**src/core/cab_pkg.sv**
```systemverilog
// Shared constants and types for the execution core and its return stack
package cab_pkg;
    localparam int PC_W = 12;
    localparam int STACK_DEPTH = 6;

    // Data space map
    localparam logic [7:0] ADDR_X = 8'h80;
    localparam logic [7:0] ADDR_ACC = 8'hff;
    localparam logic [5:0] WREG_BLOCK = 6'h20;

    // Instruction timing in core cycles
    localparam logic [2:0] CYC_REL = 3'h2;
    localparam logic [2:0] CYC_STD = 3'h4;
    localparam logic [2:0] CYC_BTB = 3'h5;
    localparam logic [2:0] CYC_CTRL = 3'h2;
    localparam logic [2:0] CYC_ONE = 3'h1;
    localparam logic [2:0] CYC_TWO = 3'h2;

    // Instruction lengths
    localparam logic [1:0] BYTES_1 = 2'h1;
    localparam logic [1:0] BYTES_2 = 2'h2;
    localparam logic [1:0] BYTES_3 = 2'h3;

    // Bit-test branch target sits this far before the third-byte-relative sum
    localparam logic [PC_W-1:0] BTB_ADJ = 12'h001;

    // Opcode groups, low nibble
    localparam logic [3:0] GRP_CALL = 4'h1;
    localparam logic [3:0] GRP_BTB = 4'h3;
    localparam logic [3:0] GRP_SD_INC = 4'h5;
    localparam logic [3:0] GRP_IND_X = 4'h7;
    localparam logic [3:0] GRP_JP = 4'h9;
    localparam logic [3:0] GRP_BIT = 4'hb;
    localparam logic [3:0] GRP_SD_DEC = 4'hd;
    localparam logic [3:0] GRP_MEM_Y = 4'hf;

    // Relative branch conditions, opcode bits 2:1
    localparam logic [1:0] REL_NZ = 2'h0;
    localparam logic [1:0] REL_NC = 2'h1;
    localparam logic [1:0] REL_Z = 2'h2;
    localparam logic [1:0] REL_C = 2'h3;

    // Memory operations, opcode bits 7:5
    localparam logic [2:0] ALU_LD = 3'h0;
    localparam logic [2:0] ALU_CP = 3'h1;
    localparam logic [2:0] ALU_ADD = 3'h2;
    localparam logic [2:0] ALU_INC = 3'h3;
    localparam logic [2:0] ALU_ST = 3'h4;
    localparam logic [2:0] ALU_AND = 3'h5;
    localparam logic [2:0] ALU_SUB = 3'h6;
    localparam logic [2:0] ALU_DEC = 3'h7;

    // Miscellaneous group, opcode bits 7:5
    localparam logic [2:0] MISC_CLR_A = 3'h0;
    localparam logic [2:0] MISC_CLR_RR = 3'h1;
    localparam logic [2:0] MISC_LDI_RR = 3'h2;

    // Inherent group, opcode bits 7:5
    localparam logic [2:0] INH_NOP = 3'h0;
    localparam logic [2:0] INH_RET = 3'h1;
    localparam logic [2:0] INH_INTERRUPT_RETURN = 3'h2;
    localparam logic [2:0] INH_STOP = 3'h3;
    localparam logic [2:0] INH_WAIT = 3'h4;
    localparam logic [2:0] INH_COM = 3'h5;
    localparam logic [2:0] INH_RLC = 3'h6;
    localparam logic [2:0] INH_SLA = 3'h7;

    typedef enum logic [1:0] {MODE_RUN, MODE_WAIT, MODE_STOP} cab_mode_t;
endpackage

```
**src/core/cab_stack_if.sv**
```systemverilog
// Push/pop channel between the core and its return address stack
interface cab_stack_if #(parameter int W = cab_pkg::PC_W);
    logic push;
    logic pop;
    logic [W-1:0] wdata;
    logic [W-1:0] top;
    logic full;
    logic empty;
    modport core (output push, output pop, output wdata, input top, input full, input empty);
    modport stack (input push, input pop, input wdata, output top, output full, output empty);
endinterface

```
**src/core/cab_ret_stack.sv**
```systemverilog
// Return address stack for calls and interrupts
module cab_ret_stack #(
    parameter int DEPTH = cab_pkg::STACK_DEPTH,
    parameter int W = cab_pkg::PC_W
) (
    // Clock and reset
    input wire logic ref_clk,
    input wire logic sys_rst,
    // Core side
    cab_stack_if.stack port
);
    localparam int CW = $clog2(DEPTH + 1);
    localparam logic [CW-1:0] DEPTH_C = CW'(DEPTH);
    localparam logic [CW-1:0] ONE_C = CW'(1);

    if (DEPTH < 2) begin : g_bad_depth
        $error("cab_ret_stack needs at least two entries");
    end

    logic [W-1:0] mem_q [DEPTH];
    logic [CW-1:0] cnt_q;
    logic [CW-1:0] top_idx;
    logic do_push;
    logic do_pop;

    assign port.full = (cnt_q == DEPTH_C);
    assign port.empty = (cnt_q == '0);
    assign do_push = port.push && !port.full;
    assign do_pop = port.pop && !port.empty && !port.push;
    assign top_idx = cnt_q - ONE_C;
    assign port.top = port.empty ? '0 : mem_q[top_idx];

    // Overflow drops the newest return address rather than corrupting older ones
    always_ff @(posedge ref_clk or posedge sys_rst) begin
        if (sys_rst) begin
            cnt_q <= '0;
        end else if (do_push) begin
            cnt_q <= cnt_q + ONE_C; // [RL14]
        end else if (do_pop) begin
            cnt_q <= cnt_q - ONE_C;
        end
    end

    always_ff @(posedge ref_clk) begin
        if (do_push) begin
            mem_q[cnt_q] <= port.wdata;
        end
    end
endmodule // cab_ret_stack

```
**src/core/cab_exec_core.sv**
```systemverilog
// Execution core for arithmetic, branch, bit, control and jump instructions
// Summary of operation
// (RL1) Add, and, compare and subtract take the accumulator plus a memory or immediate operand.
// (RL2) Clear, decrement and increment can address any of the 256 data space locations.
// (RL3) Complement, rotate through carry and arithmetic shift act only on the accumulator.
// (RL4) Short relative branches on carry or zero take 2 cycles and jump only when true.
// (RL5) Short relative branches reach -15 to +16 around their own address.
// (RL6) Bit-test branches are 3 bytes, 5 cycles, reaching -126 to +129.
// (RL7) Bit-test branches copy the tested bit into carry and keep zero unchanged.
// (RL8) Bit set is 2 bytes, 4 cycles, forces the chosen bit high and keeps both flags.
// (RL9) Bit clear is 2 bytes, 4 cycles, forces the chosen bit low and keeps both flags.
// (RL10) Bit operations reach any bit of any data space location.
// (RL11) With the watchdog selected, stop is replaced by wait.
// (RL12) Jump and call take a 12-bit absolute target, 2 bytes, 4 cycles, flags kept.
// (RL13) Four working registers live at 80h to 83h, the first two also as pointers.
// (RL14) The return stack holds six 12-bit entries for calls and interrupts.
// (RL15) Interrupt return restores the flags saved at entry; plain return keeps them.
module cab_exec_core #(
    parameter int STACK_DEPTH = cab_pkg::STACK_DEPTH
) (
    // Clock and reset
    input wire logic ref_clk,
    input wire logic sys_rst,
    // Program space
    output logic [cab_pkg::PC_W-1:0] prog_addr,
    input wire logic [7:0] prog_data,
    // Data space
    output logic [7:0] data_addr,
    output logic [7:0] data_wdata,
    output logic data_we,
    input wire logic [7:0] data_rdata,
    // Interrupt and low power
    input wire logic irq_req,
    input wire logic [cab_pkg::PC_W-1:0] irq_vector,
    output logic irq_ack,
    input wire logic wdg_sel,
    output logic wait_mode,
    output logic stop_mode,
    // Status
    output logic [7:0] acc,
    output logic zero_flag,
    output logic carry_flag,
    output logic instr_done
);
    localparam int PW = cab_pkg::PC_W;

    logic [PW-1:0] pc_q;
    logic [7:0] op_q, b2_q, b3_q, opnd_q, acc_q, daddr_q, dwdata_q;
    logic [7:0] wreg_q [4];
    logic [2:0] cnt_q;
    logic z_q, c_q, sz_q, sc_q, in_irq_q, dwe_q, ack_q, done_q;
    cab_pkg::cab_mode_t mode_q;

    cab_stack_if #(.W(PW)) stk ();
    cab_ret_stack #(.DEPTH(STACK_DEPTH), .W(PW)) u_stack (
        .ref_clk(ref_clk),
        .sys_rst(sys_rst),
        .port(stk.stack)
    );

    // Decode of the latched opcode
    logic [3:0] grp;
    logic [2:0] code, bsel;
    logic is_rel, is_call, is_jp, is_btb, is_bit, is_indx, is_memy, is_sd, is_misc, is_inh;
    logic imm_x, dead_imm, is_ret;
    logic [1:0] n_bytes;
    logic [2:0] n_cyc;

    assign grp = op_q[3:0];
    assign code = op_q[7:5];
    assign bsel = {op_q[5], op_q[6], op_q[7]};
    assign is_rel = !op_q[0];
    assign is_call = (grp == cab_pkg::GRP_CALL);
    assign is_jp = (grp == cab_pkg::GRP_JP);
    assign is_btb = (grp == cab_pkg::GRP_BTB);
    assign is_bit = (grp == cab_pkg::GRP_BIT);
    assign is_indx = (grp == cab_pkg::GRP_IND_X);
    assign is_memy = (grp == cab_pkg::GRP_MEM_Y);
    assign is_sd = (grp == cab_pkg::GRP_SD_INC || grp == cab_pkg::GRP_SD_DEC) && op_q[4];
    assign is_misc = (grp == cab_pkg::GRP_SD_INC) && !op_q[4];
    assign is_inh = (grp == cab_pkg::GRP_SD_DEC) && !op_q[4];
    assign imm_x = is_indx && op_q[4];
    // Immediate forms of increment, store and decrement do not exist; run as no-ops
    assign dead_imm = imm_x && (code == cab_pkg::ALU_INC || code == cab_pkg::ALU_ST
        || code == cab_pkg::ALU_DEC);
    assign is_ret = is_inh && (code == cab_pkg::INH_RET || code == cab_pkg::INH_INTERRUPT_RETURN);

    always_comb begin
        n_bytes = cab_pkg::BYTES_1;
        n_cyc = cab_pkg::CYC_STD;
        if (is_rel) begin
            n_cyc = cab_pkg::CYC_REL; // [RL4]
        end else if (is_btb) begin
            n_cyc = cab_pkg::CYC_BTB; // [RL6]
            n_bytes = cab_pkg::BYTES_3; // [RL6]
        end else if (is_call || is_jp || is_bit || imm_x || (is_memy && op_q[4])) begin
            n_bytes = cab_pkg::BYTES_2; // [RL8] [RL9] [RL12]
        end else if (is_misc) begin
            n_bytes = (code == cab_pkg::MISC_CLR_A) ? cab_pkg::BYTES_2 : cab_pkg::BYTES_3;
        end else if (is_inh) begin
            if (code == cab_pkg::INH_SLA) begin
                n_bytes = cab_pkg::BYTES_2;
            end
            if (code < cab_pkg::INH_COM) begin
                n_cyc = cab_pkg::CYC_CTRL;
            end
        end
    end

    logic run, take_irq, start, commit, fetch_more;
    assign run = (mode_q == cab_pkg::MODE_RUN);
    assign take_irq = run && cnt_q == '0 && irq_req && !in_irq_q;
    assign start = run && cnt_q == '0 && !take_irq;
    assign commit = run && cnt_q != '0 && cnt_q == n_cyc - cab_pkg::CYC_ONE;
    assign fetch_more = run && ((cnt_q == cab_pkg::CYC_ONE && n_bytes != cab_pkg::BYTES_1)
        || (cnt_q == cab_pkg::CYC_TWO && n_bytes == cab_pkg::BYTES_3));

    // Effective address, formed while the second byte is on the program bus
    logic [7:0] ea, rd;
    logic wreg_hit;
    always_comb begin
        if (is_indx) begin
            ea = wreg_q[0]; // [RL13]
        end else if (is_memy && !op_q[4]) begin
            ea = wreg_q[1]; // [RL13]
        end else if (is_sd) begin
            ea = cab_pkg::ADDR_X | {6'h00, op_q[7:6]}; // [RL13]
        end else begin
            ea = prog_data; // [RL2] [RL10]
        end
    end
    assign wreg_hit = (daddr_q[7:2] == cab_pkg::WREG_BLOCK);
    assign rd = wreg_hit ? wreg_q[daddr_q[1:0]] :
        (daddr_q == cab_pkg::ADDR_ACC) ? acc_q : data_rdata;

    // Result of the instruction at its last cycle
    logic [8:0] sum, dif;
    logic [7:0] acc_d, mem_d, bit_mask;
    logic acc_we, mem_we, z_d, c_d, br_take, tested;
    logic [PW-1:0] rel_tgt, btb_tgt;
    assign sum = {1'b0, acc_q} + {1'b0, opnd_q};
    assign dif = {1'b0, acc_q} - {1'b0, opnd_q};
    assign bit_mask = 8'h01 << bsel;
    assign tested = opnd_q[bsel];
    assign rel_tgt = pc_q + {{(PW - 5){op_q[7]}}, op_q[7:3]}; // [RL5]
    assign btb_tgt = pc_q + {{(PW - 8){b3_q[7]}}, b3_q} - cab_pkg::BTB_ADJ; // [RL6]

    always_comb begin
        acc_we = 1'b0;
        acc_d = acc_q;
        mem_we = 1'b0;
        mem_d = opnd_q;
        z_d = z_q;
        c_d = c_q;
        br_take = 1'b0;
        if ((is_indx || is_memy) && !dead_imm) begin
            unique case (code)
                cab_pkg::ALU_LD: begin
                    acc_we = 1'b1;
                    acc_d = opnd_q;
                end
                cab_pkg::ALU_CP: begin
                    z_d = (dif[7:0] == 8'h00); // [RL1]
                    c_d = dif[8];
                end
                cab_pkg::ALU_ADD: begin
                    acc_we = 1'b1;
                    {c_d, acc_d} = sum; // [RL1]
                end
                cab_pkg::ALU_INC: begin
                    mem_we = 1'b1;
                    mem_d = opnd_q + 8'h01; // [RL2]
                end
                cab_pkg::ALU_ST: begin
                    mem_we = 1'b1;
                    mem_d = acc_q;
                end
                cab_pkg::ALU_AND: begin
                    acc_we = 1'b1;
                    acc_d = acc_q & opnd_q; // [RL1]
                    c_d = 1'b0;
                end
                cab_pkg::ALU_SUB: begin
                    acc_we = 1'b1;
                    {c_d, acc_d} = dif; // [RL1]
                end
                cab_pkg::ALU_DEC: begin
                    mem_we = 1'b1;
                    mem_d = opnd_q - 8'h01; // [RL2]
                end
            endcase
            z_d = (code == cab_pkg::ALU_CP) ? z_d : (mem_we ? mem_d == 8'h00 : acc_d == 8'h00);
        end else if (is_sd) begin
            if (op_q[5] && grp == cab_pkg::GRP_SD_INC) begin
                acc_we = 1'b1;
                acc_d = opnd_q;
                z_d = (opnd_q == 8'h00);
            end else begin
                mem_we = 1'b1;
                mem_d = op_q[5] ? acc_q :
                    (grp == cab_pkg::GRP_SD_INC) ? opnd_q + 8'h01 : opnd_q - 8'h01; // [RL2]
                z_d = (mem_d == 8'h00);
            end
        end else if (is_misc) begin
            if (code == cab_pkg::MISC_CLR_A) begin
                acc_we = 1'b1;
                acc_d = 8'h00;
                z_d = 1'b1;
                c_d = 1'b0;
            end else if (code == cab_pkg::MISC_CLR_RR || code == cab_pkg::MISC_LDI_RR) begin
                mem_we = 1'b1; // [RL2]
                mem_d = (code == cab_pkg::MISC_CLR_RR) ? 8'h00 : b3_q;
            end
        end else if (is_bit) begin
            mem_we = 1'b1; // [RL10]
            mem_d = op_q[4] ? (opnd_q | bit_mask) : (opnd_q & ~bit_mask); // [RL8] [RL9]
        end else if (is_btb) begin
            c_d = tested; // [RL7]
            br_take = (tested == op_q[4]);
        end else if (is_rel) begin
            unique case (op_q[2:1])
                cab_pkg::REL_NZ: br_take = !z_q; // [RL4]
                cab_pkg::REL_NC: br_take = !c_q;
                cab_pkg::REL_Z: br_take = z_q;
                cab_pkg::REL_C: br_take = c_q;
            endcase
        end else if (is_inh) begin
            acc_we = (code >= cab_pkg::INH_COM); // [RL3]
            unique case (code)
                cab_pkg::INH_COM: {c_d, acc_d} = {acc_q[7], ~acc_q};
                cab_pkg::INH_RLC: {c_d, acc_d} = {acc_q, c_q};
                cab_pkg::INH_SLA: {c_d, acc_d} = {acc_q, 1'b0};
                cab_pkg::INH_INTERRUPT_RETURN: {z_d, c_d} = {sz_q, sc_q}; // [RL15]
                default: ;
            endcase
            if (acc_we) begin
                z_d = (acc_d == 8'h00);
            end
        end
    end

    // Return stack traffic
    assign stk.push = take_irq || (commit && is_call); // [RL14]
    assign stk.pop = commit && is_ret;
    assign stk.wdata = pc_q;

    always_ff @(posedge ref_clk or posedge sys_rst) begin
        if (sys_rst) begin
            pc_q <= '0;
        end else if (take_irq) begin
            pc_q <= irq_vector;
        end else if (commit && (is_call || is_jp)) begin
            pc_q <= {op_q[7:4], b2_q}; // [RL12]
        end else if (commit && is_ret) begin
            pc_q <= stk.top;
        end else if (commit && br_take) begin
            pc_q <= is_btb ? btb_tgt : rel_tgt; // [RL4] [RL6]
        end else if (start || fetch_more) begin
            pc_q <= pc_q + PW'(1);
        end
    end

    always_ff @(posedge ref_clk or posedge sys_rst) begin
        if (sys_rst) begin
            cnt_q <= '0;
        end else if (start) begin
            cnt_q <= cab_pkg::CYC_ONE;
        end else if (commit) begin
            cnt_q <= '0;
        end else if (run && cnt_q != '0) begin
            cnt_q <= cnt_q + cab_pkg::CYC_ONE;
        end
    end

    always_ff @(posedge ref_clk or posedge sys_rst) begin
        if (sys_rst) begin
            op_q <= 8'h00;
            b2_q <= 8'h00;
            b3_q <= 8'h00;
            opnd_q <= 8'h00;
        end else if (start) begin
            op_q <= prog_data;
        end else if (run && cnt_q == cab_pkg::CYC_ONE) begin
            b2_q <= prog_data;
        end else if (run && cnt_q == cab_pkg::CYC_TWO) begin
            b3_q <= prog_data;
            opnd_q <= imm_x ? b2_q : rd; // [RL1]
        end
    end

    // Accumulator, and working registers written through their data addresses
    always_ff @(posedge ref_clk or posedge sys_rst) begin
        if (sys_rst) begin
            acc_q <= 8'h00;
        end else if (commit && acc_we) begin
            acc_q <= acc_d;
        end else if (commit && mem_we && daddr_q == cab_pkg::ADDR_ACC) begin
            acc_q <= mem_d;
        end
    end

    always_ff @(posedge ref_clk or posedge sys_rst) begin
        if (sys_rst) begin
            for (int i = 0; i < 4; i++) begin
                wreg_q[i] <= 8'h00;
            end
        end else if (commit && mem_we && wreg_hit) begin
            wreg_q[daddr_q[1:0]] <= mem_d; // [RL13]
        end
    end

    always_ff @(posedge ref_clk or posedge sys_rst) begin
        if (sys_rst) begin
            z_q <= 1'b0;
            c_q <= 1'b0;
        end else if (commit) begin
            z_q <= z_d;
            c_q <= c_d;
        end
    end

    always_ff @(posedge ref_clk or posedge sys_rst) begin
        if (sys_rst) begin
            sz_q <= 1'b0;
            sc_q <= 1'b0;
            in_irq_q <= 1'b0;
        end else if (take_irq) begin
            sz_q <= z_q; // [RL15]
            sc_q <= c_q;
            in_irq_q <= 1'b1;
        end else if (commit && is_inh && code == cab_pkg::INH_INTERRUPT_RETURN) begin
            in_irq_q <= 1'b0;
        end
    end

    // External address is held through the following cycle so a write lands cleanly
    always_ff @(posedge ref_clk or posedge sys_rst) begin
        if (sys_rst) begin
            daddr_q <= 8'h00;
            dwdata_q <= 8'h00;
            dwe_q <= 1'b0;
        end else begin
            if (run && cnt_q == cab_pkg::CYC_ONE) begin
                daddr_q <= ea;
            end
            dwe_q <= commit && mem_we && !wreg_hit && daddr_q != cab_pkg::ADDR_ACC;
            if (commit && mem_we) begin
                dwdata_q <= mem_d;
            end
        end
    end

    always_ff @(posedge ref_clk or posedge sys_rst) begin
        if (sys_rst) begin
            mode_q <= cab_pkg::MODE_RUN;
        end else if (!run && irq_req) begin
            mode_q <= cab_pkg::MODE_RUN;
        end else if (commit && is_inh && code == cab_pkg::INH_WAIT) begin
            mode_q <= cab_pkg::MODE_WAIT;
        end else if (commit && is_inh && code == cab_pkg::INH_STOP) begin
            mode_q <= wdg_sel ? cab_pkg::MODE_WAIT : cab_pkg::MODE_STOP; // [RL11]
        end
    end

    always_ff @(posedge ref_clk or posedge sys_rst) begin
        if (sys_rst) begin
            ack_q <= 1'b0;
            done_q <= 1'b0;
        end else begin
            ack_q <= take_irq;
            done_q <= commit;
        end
    end

    assign prog_addr = pc_q;
    assign data_addr = daddr_q;
    assign data_wdata = dwdata_q;
    assign data_we = dwe_q;
    assign irq_ack = ack_q;
    assign wait_mode = (mode_q == cab_pkg::MODE_WAIT);
    assign stop_mode = (mode_q == cab_pkg::MODE_STOP);
    assign acc = acc_q;
    assign zero_flag = z_q;
    assign carry_flag = c_q;
    assign instr_done = done_q;
endmodule // cab_exec_core

```
**config.mk**
```make
export PLATFORM = sky130hd
export DESIGN_NAME = cab_exec_core
export DESIGN_NICKNAME = d
export VERILOG_FILES = /design/src/core/cab_pkg.sv /design/src/core/cab_stack_if.sv /design/src/core/cab_ret_stack.sv /design/src/core/cab_exec_core.sv
export SDC_FILE = /design/constraint.sdc
export NUM_CORES = 1
export LEC_CHECK = 0
export BUFFER_PORTS_ARGS = -buffer_cell sky130_fd_sc_hd__buf_2
export CORE_MARGIN = 2
export CORE_UTILIZATION = 31
export CTS_BUF_LIST = sky130_fd_sc_hd__clkbuf_8
export DETAILED_ROUTE_END_ITERATION = 8
export GPL_TIMING_DRIVEN = 1
export SLEW_MARGIN = 15
export SYNTH_ARGS = -nofsm -noshare
export SYNTH_HDL_FRONTEND = slang
export SYNTH_SLANG_ARGS = --single-unit
```
**constraint.sdc**
```tcl
create_clock -name ref_clk -period 6.5 [get_ports ref_clk]
set_clock_uncertainty 0.1 [all_clocks]
set_input_delay 0.325 -clock ref_clk [delete_from_list [all_inputs] [get_ports ref_clk]]
set_output_delay 0.325 -clock ref_clk [all_outputs]
set_load 0.01 [all_outputs]
```
# [Word-level counts from Yosys, hierarchy flattened]
# Memories as Yosys holds them, arrays and structs flattened.
# Cells that the tools add are included.
[word_totals] wordCells=319 out_inout_bits=43 latchBits=0 regBits=116 mem_count=1 mem_bits_ro=0 input_bits=32 ramBits=72
[mem_list] name="u_stack.mem_q" words=6 word_bits=12 rd=1 rd_clocked_by_memory_dff=0 write_ports=1 line_no="cab_ret_stack.sv:20" text="logic [W-1:0] mem_q [DEPTH];"
[classes] bitwise_logic=8 div=0 n_shift=1 n_lt_le_gt_ge=5 reduce_logical=96 multipliers=0 addsub=12 n_eq_ne=43 mux=130
[op_table] operator="8-bit two-way mux" count=40
[op_table] operator="12-bit two-way mux" count=7
[op_table] operator="1-bit two-way mux" count=52
[op_table] operator="8-bit logical NOT" count=6
[op_table] operator="8-bit case mux with 3 select lines" count=2
[op_table] operator="1-bit logical AND" count=40
[op_table] operator="3-bit two-way mux" count=11
[op_table] operator="32-bit bitwise mux" count=1
[op_table] operator="8-bit case mux with 4 select lines" count=1
[op_table] operator="5-bit inequality test, second input constant" count=5
[op_table] operator="12-bit adder" count=2
[op_table] operator="2-bit two-way mux" count=10
[op_table] operator="8-bit bitwise AND" count=2
[op_table] operator="8-bit binary-select mux with 2-bit select" count=1
[op_table] operator="8-bit demux with 2-bit select" count=1
[op_table] operator="4-bit equality test, second input constant" count=4
[op_table] operator="8-bit NOT" count=2
[op_table] operator="4-bit nonzero test" count=4
[op_table] operator="3-bit equality test, second input constant" count=5
[op_table] operator="5-bit nonzero test" count=3
[op_table] operator="7-bit AND reduction" count=2
[op_table] operator="12-bit by 1-bit adder with 12-bit output, second input constant" count=1
[op_table] operator="1-bit logical OR" count=12
[op_table] operator="12-bit by 1-bit subtractor with 12-bit output, second input constant" count=1
[op_table] operator="46 further kinds" count=80

# [Longest topological paths before layout]
# Gate-level depths: netlist (run 1).
[logic_depth] word_depth=18 ltp_mapped=16 mapped_depth_nobuf=14

# [Hierarchy]
# Synthesis (run 1) repeated with hierarchy kept, for this count alone.
[unflattened] hier_cells=1521 area_unflattened_um2=13625.6
[by_module_without_submodules] mod="cab_exec_core" area_each_um2=10436.3 n_inst=1 seq_area_each_um2=2827.7 cells_each=1326
[by_module_without_submodules] mod="cab_ret_stack" area_each_um2=3189.3 n_inst=1 seq_area_each_um2=2237.1 cells_each=195

# [Worst setup path before layout (run 1)]
# Ideal clock, no wire load.
[synth_path] path_kind="reg2reg" from="register op_q[6]" to="memory u_stack.mem_q[0][0] (netlist bit) (enable)" path_buffers=2 setup_ns=0.412 path_stages_with_launch=12 t_arrival_ns=3.992 period_less_slack_ns=4.505 required_ns=5.988 slack_ns=1.995 cell_sequence="dfrtp_1 -> buf_4 -> buf_2 -> o21ai_1 -> a21boi_0 -> ha_1 -> or3_4 -> a2111oi_4 -> nand2_1 -> o21ai_0 -> nand2_1 -> nor4_1"
[synth_between] elab_chain_len=15
[synth_rtl] item="from (decl)" line_no="cab_exec_core.sv:48" text="logic [7:0] op_q, b2_q, b3_q, opnd_q, acc_q, daddr_q, dwdata_q;"
[synth_rtl] item="from (signal assigned)" line_no="cab_exec_core.sv:282" text="op_q <= prog_data;"
[synth_rtl] item="3-bit < comparator" line_no="cab_exec_core.sv:104" text="if (code < cab_pkg::INH_COM) begin"
[synth_rtl] item="3-bit two-way mux" line_no="cab_exec_core.sv:104"
[synth_rtl] item="3-bit two-way mux" line_no="cab_exec_core.sv:100" text="end else if (is_inh) begin"
[synth_rtl] item="3-bit two-way mux" line_no="cab_exec_core.sv:98" text="end else if (is_misc) begin"
[synth_rtl] item="3-bit two-way mux" line_no="cab_exec_core.sv:96" text="end else if (is_call || is_jp || is_bit || imm_x || (is_memy && op_q[4])) begin"
[synth_rtl] item="3-bit two-way mux" line_no="cab_exec_core.sv:93" text="end else if (is_btb) begin"
[synth_rtl] item="3-bit two-way mux" line_no="cab_exec_core.sv:91" text="if (is_rel) begin"
[synth_rtl] item="3-bit by 1-bit subtractor with 3-bit output" line_no="cab_exec_core.sv:114" text="assign commit = run && cnt_q != '0 && cnt_q == n_cyc - cab_pkg::CYC_ONE;"
[synth_rtl] item="3-bit equality test" line_no="cab_exec_core.sv:114"
[synth_rtl] item="1-bit logical AND" line_no="cab_exec_core.sv:114"
[synth_rtl] item="1-bit logical AND" line_no="cab_exec_core.sv:243" text="assign stk.push = take_irq || (commit && is_call);"
[synth_rtl] item="1-bit logical OR" line_no="cab_exec_core.sv:243"
[synth_rtl] item="1-bit logical AND" line_no="cab_ret_stack.sv:28" text="assign do_push = port.push && !port.full;"
[synth_rtl] item="1-bit two-way mux" line_no="cab_ret_stack.sv:45" text="if (do_push) begin"
[synth_rtl] item="1-bit two-way mux (implied by the code)" line_no="cab_ret_stack.sv:46" text="mem_q[cnt_q] <= port.wdata;"
[synth_rtl] item="to (decl)" line_no="cab_ret_stack.sv:20"
# Every way passes these cells.

# [Final worst setup path (run 1)]
[layout_path] from="register op_q[4]" to="register pc_q[10] (netlist: prog_addr[10])"
[layout_between] elab_chain_len=15 word_cells_on_any_way=48 classes_between="2 x add/sub; 4 x eq/ne; 20 x mux; 22 x reduce/logical"
[layout_rtl] item="1-bit logical NOT" line_no="cab_exec_core.sv:80, cab_exec_core.sv:81"
[layout_rtl] item="1-bit logical AND" line_no="cab_exec_core.sv:81" text="assign is_inh = (grp == cab_pkg::GRP_SD_DEC) && !op_q[4];"
[layout_rtl] item="3-bit two-way mux" line_no="cab_exec_core.sv:100"
[layout_rtl] item="3-bit two-way mux" line_no="cab_exec_core.sv:98"
[layout_rtl] item="3-bit two-way mux" line_no="cab_exec_core.sv:96"
[layout_rtl] item="3-bit two-way mux" line_no="cab_exec_core.sv:93"
[layout_rtl] item="3-bit two-way mux" line_no="cab_exec_core.sv:91"
[layout_rtl] item="3-bit by 1-bit subtractor with 3-bit output" line_no="cab_exec_core.sv:114"
[layout_rtl] item="3-bit equality test" line_no="cab_exec_core.sv:114"
[layout_rtl] item="1-bit logical AND" line_no="cab_exec_core.sv:114"
[layout_rtl] item="1-bit logical AND" line_no="cab_exec_core.sv:256" text="end else if (commit && br_take) begin"
[layout_rtl] item="12-bit two-way mux" line_no="cab_exec_core.sv:256"
[layout_rtl] item="12-bit two-way mux" line_no="cab_exec_core.sv:254" text="end else if (commit && is_ret) begin"
[layout_rtl] item="12-bit two-way mux" line_no="cab_exec_core.sv:252" text="end else if (commit && (is_call || is_jp)) begin"
[layout_rtl] item="12-bit two-way mux" line_no="cab_exec_core.sv:250" text="end else if (take_irq) begin"
[layout_rtl] item="to (signal assigned)" line_no="cab_exec_core.sv:251" text="pc_q <= irq_vector;"
[layout_rtl] item="to (signal assigned)" line_no="cab_exec_core.sv:253" text="pc_q <= {op_q[7:4], b2_q};"
[layout_rtl] item="to (signal assigned)" line_no="cab_exec_core.sv:255" text="pc_q <= stk.top;"
[layout_rtl] item="to (decl)" line_no="cab_exec_core.sv:47" text="logic [PW-1:0] pc_q;"
# Several ways; a longest one is shown, not always the timed one.
# A chain may end at the register's enable or synchronous reset.

==> reports/metrics.yaml, run 1 <==
synth:
  synth.avg_cell_area_um2: 9.300
  syn_nets: 1542
  yosys_warnings: 0
  synth_common_cells: "nand2_1 (120), nor2_1 (117), dfrtp_1 (116)"
  synth_edf_count: 72
  yosysSeqAreaShare_pct: 37.72
  netlist_area_um2: 13430
  ys_top_cells_by_area: "dfrtp_1 (22%), edfxtp_1 (16%), ha_1 (5.8%)"
  yosys_register_bits: 188
  syn_inst: 1444
  ys_types: 92
  ys_dominant_reg_cell: "dfrtp_1"
  synth_top_cell_by_area: "dfrtp_1"
  synth_top_area_share_pct: 21.62
  synthMostInstantiatedCell: "nand2_1"
  synth-async-reset-ratio_pct: 61.70
detailed_routing:
  ant_nets: 0
  via_per_inst: 5.807
  firstDrtPassIters: 6
  drt_wl_total_mm: 45.56
  drcViolationCount: 0
  wire_per_inst_um: 22.01
  drt_iter0_markers: 1531
  vias: 12020
worst_setup_path:
  crit_chain: "or2_0 > nor2_1 > a21boi_0 > ha_1 > or3_4 > a2111oi_4 > nand2_2 > a31oi_2 > o311ai_0 > a2111oi_0 > nor3_1"
  cp.arrival_ps: 4990
  crit_family: "compound AO/OA/AOI/OAI gates"
  r2r_end: "prog_addr[10]"
  cp_num_buf_inv: 0
  path_depth: 11
  critPathRequiredTime_ps: 6820
  worstRegToRegCells: 11
  slowest_delay_ps: 850
  endpoint_kind: "flop"
  cp-endpoint: "prog_addr[10]"
  worst_path_max_delay_cell: "a31oi_2"
  worst_setup_path_start_kind: "flop"
  ff2ff_setup_slack_ps: 1840
  crit_fanout: 25
  r2r-start: "op_q[4]"
  criticalPathCategory: "reg2reg"
  startpoint: "op_q[4]"
layout:
  multi_input_area_um2: 7696
  register_area_um2: 5067
  area_delta_synth_final_pct: 10.53
  diodes: 0
  n_fill_cell: 4377
  nNetsFinal: 1570
  drive_gt1_share_pct: 16.77
clock_network:
  cts_setup_buffers: 0
  numCtsBuffers: 17
  cts.clk_slew.worst_paths_ps: 110
  cts_tree: "yes"
  clk_latency_ps: 550
  ctsLongestPathBuffers: 2
  root_buffer: "clkbuf_8"
  htree_levels: 4
  post_cts_resized: 0
  cts.sink_count: 188
placed_design:
  pre_cts_ws_ps: 1973
  hpwl_mm: 32.67
  gp_congestion: 0.9466
  io_buffers: 74
floorplanning:
  num_rows: 76
  io_pins: 75
  dieArea_um2: 45000
  die_h_um: 212.1
  die_x_um: 212.1
  initial_core_util_pct: 31.31
  coreArea_um2: 42890
power_and_ir_drop:
  p_leak_uw: 0.005879
  p_per_area_nw_per_um2: 549.0
  p_comb_share_pct: 64.3
  vdd_drop_max_v: 0.0001923
  p_int_uw: 3807
  clkPwrFrac_pct: 9.2
  p_switching_uw: 4341
  p_seq_share_pct: 26.5
  swShare_pct: 53.28
timing:
  max_slew_margin_pct: 17.76
  fin_crit_ps: 4665
  finalSetupTns_ps: 0
  hold_violations: 0
  tightest_slew_ps: 1234
  max_freq_mhz: 214.4
  rsz0062_at_grt: "no"
  setup_viol: 0
  worst_slack_ps: 1835
  finalMaxSlewViolations: 0
  timing.final.crit_share_pct: 71.76
worst_hold_path:
  hold_path.class: "in2reg"
  hold_depth: 3
job:
  max_cap_viol_count: 0
global_routing:
  grt_pass1_wl_mm: 69.62
  grtUsageMet2_pct: 31.16
  grt-ovfl-total: 0
  globalRoute.busiestLayer: "met2"
  grt_max_degree: 72
  grt.total_usage_pct: 20.56
  use_met1_pct: 28.72
  first_global_vias: 11444
  antenna_found_initial: 0
  met3_usage_pct: 4.092
outcome:
  outcome: "complete, no violations"
-- state kept, by name, summed over array words and instances (netlist names), 2 cells and up --
register,count
b2_q,8
u_stack.cnt_q,3
prog_addr,12
data_addr,8
b3_q,8
data_wdata,8
mode_q,2
opnd_q,8
wreg_q,32
cnt_q,3
u_stack.mem_q,72
acc,8
op_q,8
-- final cells by class --
type	count	area share (%)
repair buffers	114	4.737
inverters	73	1.871
well taps	585	4.931
clock buffers	17	1.576
clock inverters	15	0.8935
multi-input cells	1078	51.85
flip-flops and latches	188	34.14
-- worst reg2reg max path, cell delays in order, from the launching register on --
cell	delay, ps
dfrtp_1	610
or2_0	400
nor2_1	250
a21boi_0	190
ha_1	270
or3_4	380
a2111oi_4	360
nand2_2	140
a31oi_2	850
o311ai_0	410
a2111oi_0	500
nor3_1	80
-- how the worst min path moves through the flow --
stage | start | slack [ps] | to
final | irq_vector[11] | 30 | prog_addr[11]
after floorplan | irq_req | 330 | mode_q[1]
after CTS | irq_vector[11] | 4 | prog_addr[11]
after detailed placement | sys_rst | 350 | b3_q[7]
after global placement | sys_rst | 350 | b2_q[7]
after global routing | irq_vector[7] | 40 | prog_addr[7]
-- per-layer routing --
metal	routed length [um]	vias up	part of all wire [%]
met5	0	-	0
met4	1391	0	3.1
met3	3947	111	8.7
met2	20070	596	44
met1	20150	5863	44
li1	-	5450	-
-- logic make-up (layout without fill, tap and decap cells) --
logic type	Yosys count	count (layout)	synth area share [%]
adders and majority gates	66	66	6.373
AOI/OAI and AO/OA	425	425	20.77
DFF	188	188	37.72
muxes	113	113	10.85
and+or+nand+nor	426	426	15.77
xor gates and xnor gates	48	48	3.131
buffers and inverters	178	219	5.394
-- repair_timing --
item	in CTS	in global routing
hold buffers	13	0
setup endpoints to repair	0	0
hold endpoints to repair	63	0
-- cell usage in the layout (no fill, tap or decap), types with 8 or more instances in the layout --
master	synthesis	layout
nand2_1	120	120
nor2_1	117	117
dfrtp_1	116	114
o21ai_0	100	100
a21oi_1	97	97
buf_2	26	74
edfxtp_1	72	72
inv_1	66	66
ha_1	62	62
mux2_2	59	59
xnor2_1	36	36
nor3_1	35	34
mux2i_1	33	33
nand3_1	30	30
o22ai_1	28	28
a211oi_1	28	28
buf_4	2	27
o211ai_1	25	25
a31oi_1	23	22
mux4_2	20	20
nand2b_1	19	19
a221oi_1	17	17
clkbuf_8	0	17
nand4_1	14	14
a21o_1	13	13
nor2b_1	13	13
dlygate4sd3_1	0	13
xor2_1	12	12
a22oi_1	9	9
a221o_1	9	9
or3_1	8	8
-- power groups by stage --
stage | registers [uW] | clock network (uW) | logic (uW)
2_1_floorplan | 1860 | 0 | 3820
3_3_place_gp | 2150 | 0 | 5080
3_5_place_dp | 2160 | 0 | 5130
4_1_cts | 2140 | 774 | 5160
5_1_grt | 2190 | 819 | 5720
6_report | 2160 | 753 | 5240
-- metrics by stage --
step | cells | total power (uW) | area [um2] | hold WS, ps | utilization (%)
final | 2070 | 8149 | 14840 | 32.81 | 34.61
after global routing | 2070 | 8731 | 14840 | 37.54 | 34.61
after CTS | 2070 | 8068 | 14840 | 4.224 | 34.61
after detailed placement | 2025 | 7290 | 14350 | 354.5 | 33.45
after global placement | 2025 | 7231 | 14350 | 349.4 | 33.45
after floorplan | 1444 | 5682 | 13430 | 329.3 | -
Power figures use the tool's default switching activity.
==> run 2, diff against run 1 <==
==> constraint.sdc (replaced) <==
create_clock -name ref_clk -period 4.8 [get_ports ref_clk]
set_clock_uncertainty 0.1 [all_clocks]
set_input_delay 0.24 -clock ref_clk [delete_from_list [all_inputs] [get_ports ref_clk]]
set_output_delay 0.24 -clock ref_clk [all_outputs]
set_load 0.01 [all_outputs]
==> reports/metrics.yaml, run 2 (synthesis results as in run 1) <==
clock_network:
  cts.clk_slew.worst_paths_ps: 110  # about the same
  post_cts_resized: 0  # unchanged
  htree_levels: 4  # unchanged
  cts_tree: "yes"
  clk_latency_ps: 500  # -50 ps
  cts_setup_buffers: 0  # unchanged
  cts.sink_count: 188  # unchanged
  hold_buffers: 20  # +7
  ctsLongestPathBuffers: 2  # unchanged
  numCtsBuffers: 17  # unchanged
  root_buffer: "clkbuf_8"
placed_design:
  io_buffers: 74  # unchanged
  gp_congestion: 0.9400  # -0.70%
  hpwl_mm: 33.54  # +2.7%
  placed_cells: 2051  # +1.3%
floorplanning:
  die_h_um: 212.1  # unchanged
  num_rows: 76  # unchanged
  die_x_um: 212.1  # unchanged
  initial_core_util_pct: 31.31  # unchanged
  io_pins: 75  # unchanged
  coreArea_um2: 42890  # unchanged
  dieArea_um2: 45000  # unchanged
worst_setup_path:
  criticalPathCategory: "reg2reg"
  worstRegToRegCells: 11  # unchanged
  cp.arrival_ps: 4290  # -700 ps
  endpoint_kind: "flop"
  crit_fanout: 14  # -44%
  critPathRequiredTime_ps: 5080  # -1740 ps
  worst_setup_path_start_kind: "flop"
worst_hold_path:
  hold_path.class: "in2reg"
  hold_depth: 3  # unchanged
detailed_routing:
  wire_per_inst_um: 21.97  # -0.18%
  ant_nets: 0  # unchanged
  drt_wl_total_mm: 46.21  # +1.4%
  drt_iter0_markers: 1126  # -26%
  vias: 12034  # +0.12%
  via_per_inst: 5.722  # -1.5%
  drcViolationCount: 0  # unchanged
  firstDrtPassIters: 5  # -1
layout:
  final_cell_mix: "nand2_1 (120), nor2_1 (117), dfrtp_1 (114)"
  nNetsFinal: 1603  # +2.1%
  drive_gt1_share_pct: 18.18  # +1.4 points
  final_common_cell: "nand2_1"
  regMostFlops: "u_stack.mem_q"
  largest_reg_flops: 72  # unchanged
  area_delta_synth_final_pct: 12.45
  stdcell_count: 2103  # +1.6%
  diodes: 0  # unchanged
timing:
  finalSetupTns_ps: 0  # unchanged
  max_freq_mhz: 249.2  # +16%
  tightest_slew_ps: 1135  # -98.38 ps
  fin_crit_ps: 4012  # -652.4 ps
  timing.final.crit_share_pct: 83.59  # +12 points
  rsz0062_at_grt: "no"
  setup_viol: 0  # unchanged
  finalMaxSlewViolations: 0  # unchanged
  max_slew_margin_pct: 24.26  # +6.5 points
  hold_violations: 0  # unchanged
global_routing:
  grtUsageMet2_pct: 32.14  # +0.98 points
  grt.total_usage_pct: 20.71  # +0.15 points
  antenna_found_initial: 0  # unchanged
  first_global_vias: 11508  # +0.56%
  globalRoute.busiestLayer: "met2"
  met3_usage_pct: 4.077  # -0.015 points
  grt_max_degree: 69  # -4.2%
  grt_pass1_wl_mm: 70.46  # +1.2%
  grt-ovfl-total: 0  # unchanged
  use_met1_pct: 28.58  # -0.15 points
outcome:
  outcome: "complete, no violations"
job:
  max_cap_viol_count: 0  # unchanged
power_and_ir_drop:
  p_leak_uw: 0.006025  # +2.5%
  vdd_drop_max_v: 0.0003410  # +77%
  p_per_area_nw_per_um2: 740.2  # +35%
## run 2: per-stage QoR
| step | total power (uW) | hold WS, ps | utilization [%] | setup slack, ps | cell area, um2 |
|---|---|---|---|---|---|
| floorplan | 7695 | 244.3 | - | 295.1 | 13430 |
| global placement | 9937 | 365.9 | 33.89 | 965.7 | 14540 |
| detailed placement | 10030 | 366.9 | 33.89 | 867.4 | 14540 |
| CTS | 11070 | 19.18 | 35.21 | 817.6 | 15100 |
| global route | 11970 | 47.58 | 35.21 | 424.4 | 15100 |
| finish | 11180 | 61.87 | 35.21 | 787.9 | 15100 |
## run 2: final cells by class
| class | count | area, um2 |
|---|---|---|
| fill | 4422 | 27790 |
| multi-input combinational | 1078 | 7690 |
| sequential | 188 | 5067 |
| timing repair buffer | 147 | 968.4 |
| tap | 585 | 732.0 |
| inverter | 73 | 277.8 |
| clock buffer | 17 | 234.0 |
| clock inverter | 15 | 131.4 |
## run 2: final timing paths
path / start / end / slack [ps]
setup / recovery: op_q[0] / prog_addr[10] / 790
hold / removal: irq_vector[9] / prog_addr[9] / 60
setup reg to reg: op_q[0] / prog_addr[10] / 790
hold reg to reg: sc_q / sc_q / 400
max in group asynchronous: sys_rst / data_addr[1] / 3030
min in group asynchronous: sys_rst / b3_q[5] / 400
## run 2: per-layer routing
metal / vias to the layer above / part of all wire (%)
li1: 5514 / -
met1: 5861 / 44
met2: 569 / 45
met3: 90 / 8.2
met4: 0 / 3.0
met5: - / 0
## run 2: worst max-delay path, cell delays in order (launching register included)
cell       delay [ps]
dfrtp_1           580
nand3_1           170
nor2_1            220
a21boi_0          180
ha_1              250
or3_4             380
a2111oi_4         380
nand2_2           150
a31oi_2           520
o311ai_0          380
a2111oi_0         500
nor3_1             80
## run 2: where the power goes
part	switching, uW	internal [uW]	leakage [uW]	total [uW]
logic	4650	2800	0.00375	7450
clock network	627	375	0.000178	1000
registers	615	2110	0.00210	2720
==> run 3, diff against run 2 <==
==> constraint.sdc (replaced) <==
create_clock -name ref_clk -period 3.7 [get_ports ref_clk]
set_clock_uncertainty 0.1 [all_clocks]
set_input_delay 0.185 -clock ref_clk [delete_from_list [all_inputs] [get_ports ref_clk]]
set_output_delay 0.185 -clock ref_clk [all_outputs]
set_load 0.01 [all_outputs]
==> reports/metrics.yaml, run 3 (synthesis results as in run 1) <==
clock_network:
  root_buffer: "clkbuf_8"
  htree_levels: 4  # unchanged
  cts.clk_slew.worst_paths_ps: 130  # +20 ps
  clk_latency_ps: 530  # +30 ps
  ctsLongestPathBuffers: 2  # unchanged
  cts.sink_count: 188  # unchanged
  numCtsBuffers: 17  # unchanged
  cts_tree: "yes"
global_routing:
  grt-ovfl-total: 0  # unchanged
  antenna_found_initial: 0  # unchanged
  grt_pass1_wl_mm: 73.41  # +4.2%
  first_global_vias: 11985  # +4.1%
  grt.total_usage_pct: 21.59  # +0.88 points
  grt_max_degree: 75  # +8.7%
placed_design:
  hpwl_mm: 35.88  # +7.0%
  io_buffers: 74  # unchanged
  gp_congestion: 0.9821  # +4.5%
  pre_cts_ws_ps: 76.66  # -790.7 ps
floorplanning:
  coreArea_um2: 42890  # unchanged
  die_x_um: 212.1  # unchanged
  die_h_um: 212.1  # unchanged
  num_rows: 76  # unchanged
  initial_core_util_pct: 31.31  # unchanged
  io_pins: 75  # unchanged
  dieArea_um2: 45000  # unchanged
power_and_ir_drop:
  clkPwrFrac_pct: 9.6  # +0.6 points
  p_comb_share_pct: 68.4  # +1.7 points
  swShare_pct: 51.82  # -0.89 points
  p_per_area_nw_per_um2: 969.0  # +31%
  p_switching_uw: 7985  # +36%
  p_seq_share_pct: 22.0  # -2.4 points
  vdd_drop_max_v: 0.0004055  # +19%
  p_int_uw: 7423  # +40%
  p_leak_uw: 0.006485  # +7.6%
detailed_routing:
  vias: 12454  # +3.5%
  drt_wl_total_mm: 48.30  # +4.5%
  ant_nets: 0  # unchanged
  wire_per_inst_um: 22.21  # +1.1%
  via_per_inst: 5.726  # about the same
  firstDrtPassIters: 5  # unchanged
  drcViolationCount: 0  # unchanged
  drt_iter0_markers: 1362  # +21%
job:
  max_cap_viol_count: 0  # unchanged
timing:
  tightest_slew_ps: 955.5  # -179.7 ps
  fin_crit_ps: 3629  # -383.1 ps
  hold_violations: 0  # unchanged
  max_freq_mhz: 275.6  # +11%
  hold_slack_ps: 60.61  # -1.258 ps
  worst_slack_ps: 70.92  # -716.9 ps
  finalMaxSlewViolations: 0  # unchanged
  timing.final.crit_share_pct: 98.08  # +14 points
  max_slew_margin_pct: 36.30  # +12 points
  setup_viol: 0  # unchanged
layout:
  final_cell_mix: "nand2_1 (118), nor2_1 (115), buf_4 (114)"
  n_fill_cell: 4322  # -2.3%
  regMostFlops: "u_stack.mem_q"
  area_delta_synth_final_pct: 18.40
  fin_util_pct: 37.08  # +1.9 points
  final_common_cell: "nand2_1"
  nNetsFinal: 1674  # +4.4%
  drive_gt1_share_pct: 22.34  # +4.2 points
  largest_reg_flops: 72  # unchanged
outcome:
  outcome: "complete, no violations"
worst_setup_path:
  endpoint_kind: "flop"
  startpoint: "op_q[6]"
  criticalPathCategory: "reg2reg"
  cp.arrival_ps: 4000  # -290 ps
  r2r-start: "op_q[6]"
  critPathRequiredTime_ps: 4080  # -1000 ps
  crit_fanout: 56  # +42
  worst_setup_path_start_kind: "flop"
worst_hold_path:
  hold_path.class: "in2reg"
  hold_start: "irq_vector[9]"
run 3: cell count changes in the layout (fill, tap and decap cells not counted), sizes merged:
| cell | delta |
|---|---|
| buf | +68 |
| bufinv | +1 |
| clkinv | +2 |
| clkinvlp | -4 |
| diode | +1 |
| dlygate4sd3 | +3 |
| inv | +1 |
run 3: worst max-delay path: stages, from the launching register on:
cell and delay (ps):
dfrtp_2 410, buf_12 280, or3b_2 300, nand2_1 270, a21oi_1 820, a21oi_1 120, or3_1 460, buf_4 210
a311oi_1 390, a221o_1 190
run 3: power by group through the flow:
stage	Clock, uW	Sequential, uW	Combinational (uW)
floorplan	0	3280	6750
finish	1480	3380	10500
detailed placement	0	3400	10200
global placement	0	3400	10200
global route	1580	3420	11400
CTS	1510	3360	10300
run 3: path summary, 6_finish.rpt:
kind / end / slack [ps] / cells past startpoint
worst max-delay path: acc[6] / 70 / 9
worst min-delay path: prog_addr[9] / 60 / 3
worst max register to register: acc[6] / 70 / 9
worst min register to register: in_irq_q / 410 / 2
max in group asynchronous: data_wdata[3] / 2490 / 4
min in group asynchronous: b3_q[2] / 190 / 3
run 3: what timing repair did:
item / in CTS / in global routing
hold buffers: 23 / 0
endpoints found under the setup margin: 0 / 62
gates resized for setup: 0 / 8
buffers inserted: 0 / 7
hold endpoints to repair: 79 / 0
run 3: layout make-up:
class	instances	area, um2	share of cell area [%]
Multi-Input combinational cell	1078	7802	49.07
Sequential cell	188	5069	31.88
Timing Repair Buffer	218	1597	10.04
Tap cell	585	732.0	4.603
Inverter	73	277.8	1.747
Clock buffer	17	234.0	1.472
Clock inverter	15	186.4	1.172
Antenna cell	1	2.502	0.01574
run 3: stage by stage:
stage | instances | power [uW] | cell area (um2) | setup TNS (ps)
floorplan | 1444 | 10030 | 13520 | 0
global placement | 2112 | 13580 | 15160 | 0
detailed placement | 2112 | 13650 | 15160 | 0
CTS | 2167 | 15190 | 15810 | 0
global route | 2174 | 16440 | 15900 | -13.95
finish | 2175 | 15410 | 15900 | 0
run 3: layer usage:
| metal | track usage, % | wire (um) | vias to the layer above |
|---|---|---|---|
| li1 | - | - | 5656 |
| met1 | 29.81 | 21160 | 6072 |
| met2 | 33.22 | 21610 | 617 |
| met3 | 3.959 | 3859 | 109 |
| met4 | 8.888 | 1666 | 0 |
| met5 | 0 | 0 | - |
